### src/hw/tscw_pkg.sv
// Constants, field positions and types of the terminal status control word.
// Assumes one 250 MHz clock, an AHB-Lite register slave and a host
// controller that writes the control word and issues entry-copy commands.
// Operation
// - Clock entries 247 to 253 follow the timekeeper; overwrites are ignored.
// - A copy command moves a clock entry value into a mapped word.
// - Entry 248 shows current minutes, entry 249 current hours.
// - Bit 11 rising clears display history, then bit 11 returns to zero.
// - Monochrome: bits 10,8 select white/red, flashing/steady when display on.
// - Colour variant ignores bit 10; bit 8 selects flashing or steady white.
// - Bit 15 zero turns backlight off, colour and mode ignored.
// - Bit 7 rising starts printing the shown screen; no abort exists.
// - Once printing and busy is set, bit 7 is cleared to zero.
// - Bit 6 one closes windows and refuses opening new ones.
// - Bit 5 one blocks numeric, string and thumbwheel entry.
// - Control word is not sampled at start-up; only later changes act; here only history and print ignore the first write.
// - Bit 13 continuous, bit 12 intermittent buzzer; both clear stops it.
// - A buzzer-stop touch key silences a sounding buzzer.
// - Buzzer sounds only when the stored buzzer switch permits it.
package tscw_pkg;

   // ---------------------------------------------------------------
   // Timing
   // ---------------------------------------------------------------
   localparam int CLK_MHZ      = 250;
   localparam int TICK_MS      = 1000;
   localparam int TICK_CYCLES  = TICK_MS * 1000 * CLK_MHZ;
   localparam int BLINK_MS     = 500;
   localparam int BLINK_CYCLES = BLINK_MS * 1000 * CLK_MHZ;
   localparam int TICK_W       = 28;
   localparam int BLINK_W      = 27;

   // ---------------------------------------------------------------
   // Register byte offsets
   // ---------------------------------------------------------------
   localparam logic [7:0] OFF_CTRL = 8'h00;
   localparam logic [7:0] OFF_STAT = 8'h04;
   localparam logic [7:0] OFF_CFG  = 8'h08;
   localparam logic [7:0] OFF_COPY = 8'h0c;
   localparam logic [7:0] OFF_RES  = 8'h10;
   localparam logic [2:0] CLK_PAGE = 3'h1;

   // ---------------------------------------------------------------
   // Control word bits and reset values
   // ---------------------------------------------------------------
   localparam int B_DISP  = 15;
   localparam int B_BZC   = 13;
   localparam int B_BZI   = 12;
   localparam int B_HIST  = 11;
   localparam int B_COL   = 10;
   localparam int B_MODE  = 8;
   localparam int B_PRINT = 7;
   localparam int B_WIN   = 6;
   localparam int B_INP   = 5;
   localparam logic [15:0] CTRL_RST = 16'h0000;
   localparam logic [1:0]  CFG_RST  = 2'h1;

   // ---------------------------------------------------------------
   // Memory table entries and clock field limits
   // ---------------------------------------------------------------
   localparam logic [8:0] ENT_CLK_FIRST = 9'h0f7;
   localparam logic [8:0] ENT_CLK_LAST  = 9'h0fd;
   localparam logic [8:0] ENT_SET_LAST  = 9'h0ff;
   localparam logic [7:0] SEC_MAX  = 8'h3b;
   localparam logic [7:0] HOUR_MAX = 8'h17;
   localparam logic [7:0] MON_MAX  = 8'h0c;
   localparam logic [7:0] YEAR_MAX = 8'h63;
   localparam logic [7:0] DOW_MAX  = 8'h06;

   typedef enum logic [1:0] {BZ_OFF, BZ_CONT, BZ_INTER} tscw_buzz_t;

endpackage : tscw_pkg

### src/hw/tscw_clock_table.sv
// Timekeeper holding the read-only clock entries of the memory table.
// Assumes the parent reads the entries as a packed array; no write port.
`timescale 1ns/100ps
module tscw_clock_table
   import tscw_pkg::*;
#(
   parameter int TICK_N = TICK_CYCLES
)(
   input  wire logic            hclk,
   input  wire logic            hresetn,
   output logic      [6:0][7:0] entries
);

   logic [TICK_W-1:0] tick_cnt_reg;
   logic              tick_reg;
   logic [7:0]        sec_reg, min_reg, hour_reg, date_reg;
   logic [7:0]        month_reg, year_reg, dow_reg, dim;
   logic              c_min, c_hour, c_day, c_mon;

   // ---------------------------------------------------------------
   // Seconds prescaler.
   // ---------------------------------------------------------------
   always_ff @(posedge hclk or negedge hresetn) begin
      if (!hresetn) begin
         tick_cnt_reg <= '0;
         tick_reg     <= 1'b0;
      end else begin
         tick_reg <= (tick_cnt_reg == TICK_W'(TICK_N - 1));
         if (tick_cnt_reg == TICK_W'(TICK_N - 1)) begin
            tick_cnt_reg <= '0;
         end else begin
            tick_cnt_reg <= tick_cnt_reg + 1'b1;
         end
      end
   end

   always_comb begin
      case (month_reg)
         8'h04, 8'h06, 8'h09, 8'h0b: dim = 8'h1e;
         8'h02: dim = (year_reg[1:0] == 2'h0) ? 8'h1d : 8'h1c;
         default: dim = 8'h1f;
      endcase
   end

   assign c_min  = tick_reg && (sec_reg == SEC_MAX);
   assign c_hour = c_min && (min_reg == SEC_MAX);
   assign c_day  = c_hour && (hour_reg == HOUR_MAX);
   assign c_mon  = c_day && (date_reg == dim);

   // ---------------------------------------------------------------
   // Time fields, advanced by the timekeeper only.
   // ---------------------------------------------------------------
   always_ff @(posedge hclk or negedge hresetn) begin
      if (!hresetn) begin
         sec_reg   <= 8'h00;
         min_reg   <= 8'h00;
         hour_reg  <= 8'h00;
         date_reg  <= 8'h01;
         month_reg <= 8'h01;
         year_reg  <= 8'h00;
         dow_reg   <= 8'h00;
      end else begin
         if (tick_reg) sec_reg <= c_min ? 8'h00 : sec_reg + 8'h01;
         if (c_min) min_reg <= c_hour ? 8'h00 : min_reg + 8'h01;
         if (c_hour) hour_reg <= c_day ? 8'h00 : hour_reg + 8'h01;
         if (c_day) begin
            date_reg <= c_mon ? 8'h01 : date_reg + 8'h01;
            dow_reg  <= (dow_reg == DOW_MAX) ? 8'h00 : dow_reg + 8'h01;
         end
         if (c_mon) begin
            month_reg <= (month_reg == MON_MAX) ? 8'h01 : month_reg + 8'h01;
            if (month_reg == MON_MAX) begin
               year_reg <= (year_reg == YEAR_MAX) ? 8'h00 : year_reg + 8'h01;
            end
         end
      end
   end

   assign entries = {dow_reg, year_reg, month_reg, date_reg,
                     hour_reg, min_reg, sec_reg};
endmodule : tscw_clock_table

### src/hw/tscw_top.sv
// Terminal status control word with its AHB-Lite register slave.
// Assumes a single-slave AHB-Lite bus and asynchronous pins for printer
// busy, buzzer-stop key, window-opening key and entry key.
`timescale 1ns/100ps
module tscw_top
   import tscw_pkg::*;
#(
   parameter int TICK_N  = TICK_CYCLES,
   parameter int BLINK_N = BLINK_CYCLES
)(
   input  wire logic        hclk,
   input  wire logic        hresetn,
   input  wire logic        hsel,
   input  wire logic [31:0] haddr,
   input  wire logic [1:0]  htrans,
   input  wire logic        hwrite,
   input  wire logic [2:0]  hsize,
   input  wire logic [31:0] hwdata,
   input  wire logic        hready,
   output logic             hreadyout,
   output logic [31:0]      hrdata,
   output logic             hresp,
   input  wire logic        print_busy_in,
   input  wire logic        stop_key_in,
   input  wire logic        window_key_in,
   input  wire logic        entry_key_in,
   output logic             history_clear,
   output logic             print_start,
   output logic             bl_white,
   output logic             bl_red,
   output logic             buzzer,
   output logic             window_close,
   output logic             window_open,
   output logic             entry_lock,
   output logic             entry_accept,
   output logic             copy_valid,
   output logic [8:0]       copy_entry,
   output logic [7:0]       copy_data
);

   logic [3:0]         pins, s1_reg, s2_reg, s3_reg;
   logic               busy_s, stop_rise, win_rise, ent_rise;
   logic               wr_pend_reg, rd_go;
   logic [7:0]         a_addr_reg;
   logic [31:0]        rd_val;
   logic [15:0]        ctrl_reg, new_ctrl, rise;
   logic [1:0]         cfg_reg;
   logic               seen_reg, ctrl_wr, cfg_wr, copy_wr;
   logic               print_pend_reg, blink_reg;
   logic [BLINK_W-1:0] blink_cnt_reg;
   tscw_buzz_t         buzz_reg;
   logic [6:0][7:0]    entries;
   logic [8:0]         src, dst;
   logic               copy_ok;
   logic [7:0]         src_val;
   logic               done_reg, err_reg;

   // ---------------------------------------------------------------
   // Pin synchronisers.
   // ---------------------------------------------------------------
   assign pins = {entry_key_in, window_key_in, stop_key_in, print_busy_in};

   for (genvar i = 0; i < 4; i++) begin : g_sync
      always_ff @(posedge hclk or negedge hresetn) begin
         if (!hresetn) begin
            s1_reg[i] <= 1'b0;
            s2_reg[i] <= 1'b0;
            s3_reg[i] <= 1'b0;
         end else begin
            s1_reg[i] <= pins[i];
            s2_reg[i] <= s1_reg[i];
            s3_reg[i] <= s2_reg[i];
         end
      end
   end

   assign busy_s    = s2_reg[0];
   assign stop_rise = s2_reg[1] && !s3_reg[1];
   assign win_rise  = s2_reg[2] && !s3_reg[2];
   assign ent_rise  = s2_reg[3] && !s3_reg[3];

   // ---------------------------------------------------------------
   // AHB-Lite slave: zero wait states, always OKAY.
   // ---------------------------------------------------------------
   assign hreadyout = 1'b1;
   assign hresp     = 1'b0;
   assign rd_go     = hsel && htrans[1] && hready && !hwrite;

   always_ff @(posedge hclk or negedge hresetn) begin
      if (!hresetn) begin
         wr_pend_reg <= 1'b0;
         a_addr_reg  <= 8'h00;
      end else begin
         wr_pend_reg <= hsel && htrans[1] && hready && hwrite;
         if (hsel && htrans[1] && hready) a_addr_reg <= haddr[7:0];
      end
   end

   always_comb begin
      rd_val = 32'h0000_0000;
      if (haddr[7:5] == CLK_PAGE && haddr[4:2] != 3'h7) begin
         rd_val[7:0] = entries[haddr[4:2]];
      end else begin
         case (haddr[7:0])
            OFF_CTRL: rd_val[15:0] = ctrl_reg;
            OFF_STAT: rd_val[7:0] = {1'b0, buzzer, bl_red, bl_white,
                                     buzz_reg, busy_s, print_pend_reg};
            OFF_CFG:  rd_val[1:0] = cfg_reg;
            OFF_RES:  rd_val = {7'h00, copy_entry, copy_data, 6'h00,
                                err_reg, done_reg};
            default:  rd_val = 32'h0000_0000;
         endcase
      end
   end

   always_ff @(posedge hclk or negedge hresetn) begin
      if (!hresetn) begin
         hrdata <= 32'h0000_0000;
      end else if (rd_go) begin
         hrdata <= rd_val;
      end
   end

   assign ctrl_wr  = wr_pend_reg && (a_addr_reg == OFF_CTRL);
   assign cfg_wr   = wr_pend_reg && (a_addr_reg == OFF_CFG);
   assign copy_wr  = wr_pend_reg && (a_addr_reg == OFF_COPY);
   assign new_ctrl = hwdata[15:0];
   assign rise     = seen_reg ? (new_ctrl & ~ctrl_reg) : 16'h0000;

   // ---------------------------------------------------------------
   // Control word and configuration.
   // ---------------------------------------------------------------
   always_ff @(posedge hclk or negedge hresetn) begin
      if (!hresetn) begin
         ctrl_reg <= CTRL_RST;
         seen_reg <= 1'b0;
      end else if (ctrl_wr) begin
         ctrl_reg <= new_ctrl;
         seen_reg <= 1'b1;
      end else begin
         if (history_clear) ctrl_reg[B_HIST] <= 1'b0;
         if (print_pend_reg && busy_s) ctrl_reg[B_PRINT] <= 1'b0;
      end
   end

   always_ff @(posedge hclk or negedge hresetn) begin
      if (!hresetn) begin
         cfg_reg <= CFG_RST;
      end else if (cfg_wr) begin
         cfg_reg <= hwdata[1:0];
      end
   end

   // ---------------------------------------------------------------
   // History clear and screen printing.
   // ---------------------------------------------------------------
   always_ff @(posedge hclk or negedge hresetn) begin
      if (!hresetn) begin
         history_clear  <= 1'b0;
         print_start    <= 1'b0;
         print_pend_reg <= 1'b0;
      end else begin
         history_clear <= ctrl_wr && rise[B_HIST];
         print_start   <= ctrl_wr && rise[B_PRINT];
         if (ctrl_wr && rise[B_PRINT]) begin
            print_pend_reg <= 1'b1;
         end else if (busy_s) begin
            print_pend_reg <= 1'b0;
         end
      end
   end

   // ---------------------------------------------------------------
   // Flash timebase shared by backlight and intermittent buzzer.
   // ---------------------------------------------------------------
   always_ff @(posedge hclk or negedge hresetn) begin
      if (!hresetn) begin
         blink_cnt_reg <= '0;
         blink_reg     <= 1'b0;
      end else if (blink_cnt_reg == BLINK_W'(BLINK_N - 1)) begin
         blink_cnt_reg <= '0;
         blink_reg     <= !blink_reg;
      end else begin
         blink_cnt_reg <= blink_cnt_reg + 1'b1;
      end
   end

   // ---------------------------------------------------------------
   // Backlight.
   // ---------------------------------------------------------------
   always_ff @(posedge hclk or negedge hresetn) begin
      if (!hresetn) begin
         bl_white <= 1'b0;
         bl_red   <= 1'b0;
      end else if (!ctrl_reg[B_DISP]) begin
         bl_white <= 1'b0;
         bl_red   <= 1'b0;
      end else if (cfg_reg[1]) begin
         bl_white <= ctrl_reg[B_MODE] || blink_reg;
         bl_red   <= 1'b0;
      end else begin
         bl_white <= !ctrl_reg[B_COL] && (ctrl_reg[B_MODE] || blink_reg);
         bl_red   <= ctrl_reg[B_COL] && (ctrl_reg[B_MODE] || blink_reg);
      end
   end

   // ---------------------------------------------------------------
   // Buzzer.
   // ---------------------------------------------------------------
   always_ff @(posedge hclk or negedge hresetn) begin
      if (!hresetn) begin
         buzz_reg <= BZ_OFF;
      end else if (ctrl_wr && new_ctrl[B_BZC:B_BZI] != ctrl_reg[B_BZC:B_BZI])
      begin
         if (new_ctrl[B_BZC]) begin
            buzz_reg <= BZ_CONT;
         end else if (new_ctrl[B_BZI]) begin
            buzz_reg <= BZ_INTER;
         end else begin
            buzz_reg <= BZ_OFF;
         end
      end else if (stop_rise) begin
         buzz_reg <= BZ_OFF;
      end
   end

   always_ff @(posedge hclk or negedge hresetn) begin
      if (!hresetn) begin
         buzzer <= 1'b0;
      end else begin
         case (buzz_reg)
            BZ_CONT:  buzzer <= cfg_reg[0];
            BZ_INTER: buzzer <= cfg_reg[0] && blink_reg;
            default:  buzzer <= 1'b0;
         endcase
      end
   end

   // ---------------------------------------------------------------
   // Window and entry locks.
   // ---------------------------------------------------------------
   always_ff @(posedge hclk or negedge hresetn) begin
      if (!hresetn) begin
         window_close <= 1'b0;
         window_open  <= 1'b0;
         entry_lock   <= 1'b0;
         entry_accept <= 1'b0;
      end else begin
         window_close <= ctrl_reg[B_WIN];
         window_open  <= win_rise && !ctrl_reg[B_WIN];
         entry_lock   <= ctrl_reg[B_INP];
         entry_accept <= ent_rise && !ctrl_reg[B_INP];
      end
   end

   // ---------------------------------------------------------------
   // Entry copy out of the clock table.
   // ---------------------------------------------------------------
   tscw_clock_table #(
      .TICK_N (TICK_N)
   ) u_clock (
      .hclk    (hclk),
      .hresetn (hresetn),
      .entries (entries)
   );

   assign src     = hwdata[8:0];
   assign dst     = hwdata[24:16];
   assign copy_ok = copy_wr && src >= ENT_CLK_FIRST && src <= ENT_CLK_LAST
                    && !(dst >= ENT_CLK_FIRST && dst <= ENT_SET_LAST);
   assign src_val = entries[3'(src - ENT_CLK_FIRST)];

   always_ff @(posedge hclk or negedge hresetn) begin
      if (!hresetn) begin
         copy_valid <= 1'b0;
         copy_entry <= 9'h000;
         copy_data  <= 8'h00;
         done_reg   <= 1'b0;
         err_reg    <= 1'b0;
      end else begin
         copy_valid <= copy_ok;
         if (copy_ok) begin
            copy_entry <= dst;
            copy_data  <= src_val;
         end
         if (copy_wr) begin
            done_reg <= copy_ok;
            err_reg  <= !copy_ok;
         end
      end
   end
endmodule : tscw_top

### config.mk
export PLATFORM = sky130hd
export DESIGN_NAME = tscw_top
export DESIGN_NICKNAME = d
export VERILOG_FILES = /design/src/hw/tscw_pkg.sv /design/src/hw/tscw_clock_table.sv /design/src/hw/tscw_top.sv
export SDC_FILE = /design/constraint.sdc
export NUM_CORES = 1
export LEC_CHECK = 0
export ABC_AREA = 1
export BUFFER_PORTS_ARGS = -buffer_cell sky130_fd_sc_hd__buf_4
export CORE_MARGIN = 4
export CORE_UTILIZATION = 41
export DETAILED_ROUTE_END_ITERATION = 16
export GPL_TIMING_DRIVEN = 0
export SKIP_LAST_GASP = 1
export SYNTH_ARGS = -nofsm -noshare
export SYNTH_HDL_FRONTEND = slang
export SYNTH_SLANG_ARGS = --single-unit
### constraint.sdc
create_clock -name hclk -period 4.1 [get_ports hclk]
set_clock_uncertainty 0.05 [all_clocks]
set_input_delay 0.82 -clock hclk [delete_from_list [all_inputs] [get_ports hclk]]
set_output_delay 0.82 -clock hclk [all_outputs]
set_load 0.02 [all_outputs]
==> impl_metrics.csv <==
group,metric,value,unit
cts,cts_tree,"built",
global_route,gr-total-overflow,0,
yosys,synth.ff_latch_count,209,
worst_setup_path,reg2reg_slack,1600,ps
sta,fin_ws,1600,ps
yosys,ys_seq_area_share,46.5,%
sta,slew_headroom,33.7,%
drt,vias,10100,
global_route,grt_pass1_wl,52800,um
finish,area_delta_synth_final,19.0,%
yosys,synth-simple-area-share,26.4,%
drt,firstDrtPassIters,6,
power_and_ir_drop,peakVddDrop,0.000332,V
cts,cts_setup_buffers,0,
sta,rsz0062_at_grt,"no",
floorplanning,die_area,30200,um2
sta,clock.fmax,400,MHz
global_route,first_global_vias,10100,
worst_setup_path,critPathArrivalTime,2860,ps
outcome,status,"completed",
worst_setup_path,critPathKind,"reg -> reg",
floorplanning,die_h,174,um
yosys,netlist_top_cells_area,"dfrtp_1, nand2_1, inv_1, nor2_1, o21ai_0",
job,max_cap_viol_count,0,
finish,seqCellArea,5230,um2
finish,drive_gt1_share,12.3,%
yosys,synth_top_area_share,45.8,%
hold_path,hold_path.class,"in -> async",
power_and_ir_drop,power.leakage,6.47,nW
yosys,async_reset_ff_share,100,%
finish,nets,1643,
drt,drtIter0Drc,811,
placed_design,place.gp.congestion,0.963,
sta,finalHoldViolCount,0,
sta,period_share,60.9,%
yosys,synth_edf_count,0,
yosys,syn_area,11300,um2
yosys,netlist-cell-type-count,51,
drt,viasPerCell,5.31,
yosys,synth-adder-area-share,2.00,%
cts,ctsHoldBuffers,0,
floorplanning,num_io_pins,139,
placed_design,port_buffers,94,
drt,wl,32200,um
yosys,synthFlopType,"dfrtp_1",
placed_design,dp_slack,1210,ps
drt,antenna_left,0,
finish,antenna_cells,0,
cts,cts_resized,0,
finish,multi_input_area,5080,um2
finish,final_cell_mix,"nand2_1, dfrtp_1, inv_1",
global_route,antenna_found_initial,0,
floorplanning,initial_utilization,41.8,%
sta,fin_setup_tns,0,ps
floorplanning,rows,60,
worst_setup_path,end_kind,"register",
cts,cts-root-buf,"clkbuf_16",
worst_setup_path,start_kind,"register",
global_route,grt_max_degree,116,
floorplanning,die_w,174,um
worst_setup_path,critPathRequiredTime,4470,ps
cts,clock_latency,530,ps
yosys,synth_compound_area_share,12.1,%
yosys,yosys_warnings,0,
placed_design,dp_hpwl,24300,um
cts,path_clk_slew,60,ps
sta,slew_violations,0,
cts,cts_sinks,209,
yosys,syn_avg_cell_area,7.94,um2
cts,cts_made_buffers,25,
floorplanning,core-area,27000,um2
drt,wl_per_cell,16.9,um
yosys,yosys.area.top_type,"dfrtp_1",
worst_setup_path,path_max_fanout,6,
sta,timing.final.crit_period,2500,ps
global_route,track_usage,21.2,%
yosys,synth_top_family_by_area,"simple AND/OR/NAND/NOR gates",
yosys,syn_inst,1418,
sta,setup_viol,0,
cts,htreeDepth,1,
yosys,synthMuxAreaShare,0.400,%
yosys,synth_xor_xnor_area_share,3.97,%
power_and_ir_drop,powerDensity,380,nW/um2
drt,drc_errors,0,
cts,cts_max_path_buffers,3,
finish,layout_commonest_cell,"nand2_1",
finish,largest_register_ff_count,28,
finish,fill_cells,2656,
sta,worst_slew_pin_slew,985,ps
==> power by group <==
part           internal [mW]  switching (mW)
clock                   1.62           0.911
combinational          0.132           0.229
sequential              2.14          0.0575
total                   3.89            1.20
==> layer usage <==
metal / wire length, um / share of wire, % / vias up / GRT usage (%)
met5: 0 / 0 / - / 0
met4: 1090 / 3.4 / 0 / 7.09
met3: 2090 / 6.5 / 68 / 3.73
met2: 14800 / 46 / 320 / 34.6
met1: 14200 / 44 / 4774 / 28.8
li1: - / - / 4959 / -
==> synth_stat cells, types with 5 or more instances <==
library cell and instances:
a21oi_1 65, a31oi_1 17, a32oi_1 11, buf_2 7
buf_4 9, clkbuf_1 19, dfrtp_1 206, ha_1 18
inv_1 200, nand2_1 286, nand2_2 5, nand3_1 77
nand4_1 42, nor2_1 143, nor3_1 53, nor3b_1 5
nor4_1 23, o2111ai_1 9, o211ai_1 11, o21ai_0 86
o21ai_1 14, o221ai_1 5, o22ai_1 8, xnor2_1 6
xor2_1 45
==> kinds of logic (layout without fill, tap and decap cells) <==
family,Yosys count,in the layout
adders and majority gates,18,18
and+or+nand+nor,655,655
buffers and inverters,243,384
xor gates and xnor gates,51,51
other,2,9
DFF,209,209
muxes,4,4
AOI/OAI and AO/OA,236,236
==> worst max-delay path, cell delays in order (launching register included) <==
cell	delay (ps)
dfrtp_1	450
ha_1	240
nand3_1	110
inv_1	70
nand2_1	110
nor2_1	460
nand2_1	300
nor3_1	320
o2111ai_1	160
nand2_1	80
inv_1	40
==> area by class of cell <==
type                    instances  share of cell area [%]
plain buffers                  38                    1.45
clock buffers                  29                    5.01
clock inverters                17                    2.08
inverters                     205                    5.74
multi-input cells             973                    37.9
flip-flops and latches        209                    39.1
well taps                     341                    3.19
repair buffers                 95                    5.53
==> path summary, 6_finish.rpt <==
kind,startpoint,endpoint,depth (start not counted)
min in group hclk,s1_reg[0]$_DFF_PN0_,busy_s$_DFF_PN0_,0
max in group asynchronous,hresetn,blink_cnt_reg[25]$_DFF_PN0_,2
hold / removal,hresetn,u_clock.sec_reg[5]$_DFFE_PN0P_,1
setup reg to reg,u_clock.min_reg[1]$_DFFE_PN0N_,u_clock.year_reg[5]$_DFFE_PN0P_,10
hold reg to reg,s1_reg[0]$_DFF_PN0_,busy_s$_DFF_PN0_,0
setup / recovery,u_clock.min_reg[1]$_DFFE_PN0N_,u_clock.year_reg[5]$_DFFE_PN0P_,10
==> metrics by stage <==
stage / utilization, % / instance area [um2] / total power, mW / cells / hold slack (ps)
after floorplan: - / 11300 / 2.40 / 1425 / 281
after global placement: 46.0 / 12400 / 2.59 / 1860 / 283
after detailed placement: 46.2 / 12400 / 2.60 / 1861 / 285
after CTS: 49.7 / 13400 / 5.16 / 1907 / 299
after global routing: 49.7 / 13400 / 5.29 / 1907 / 313
final: 49.7 / 13400 / 5.09 / 1907 / 281
Note: power is estimated with default switching activity, not from simulation.
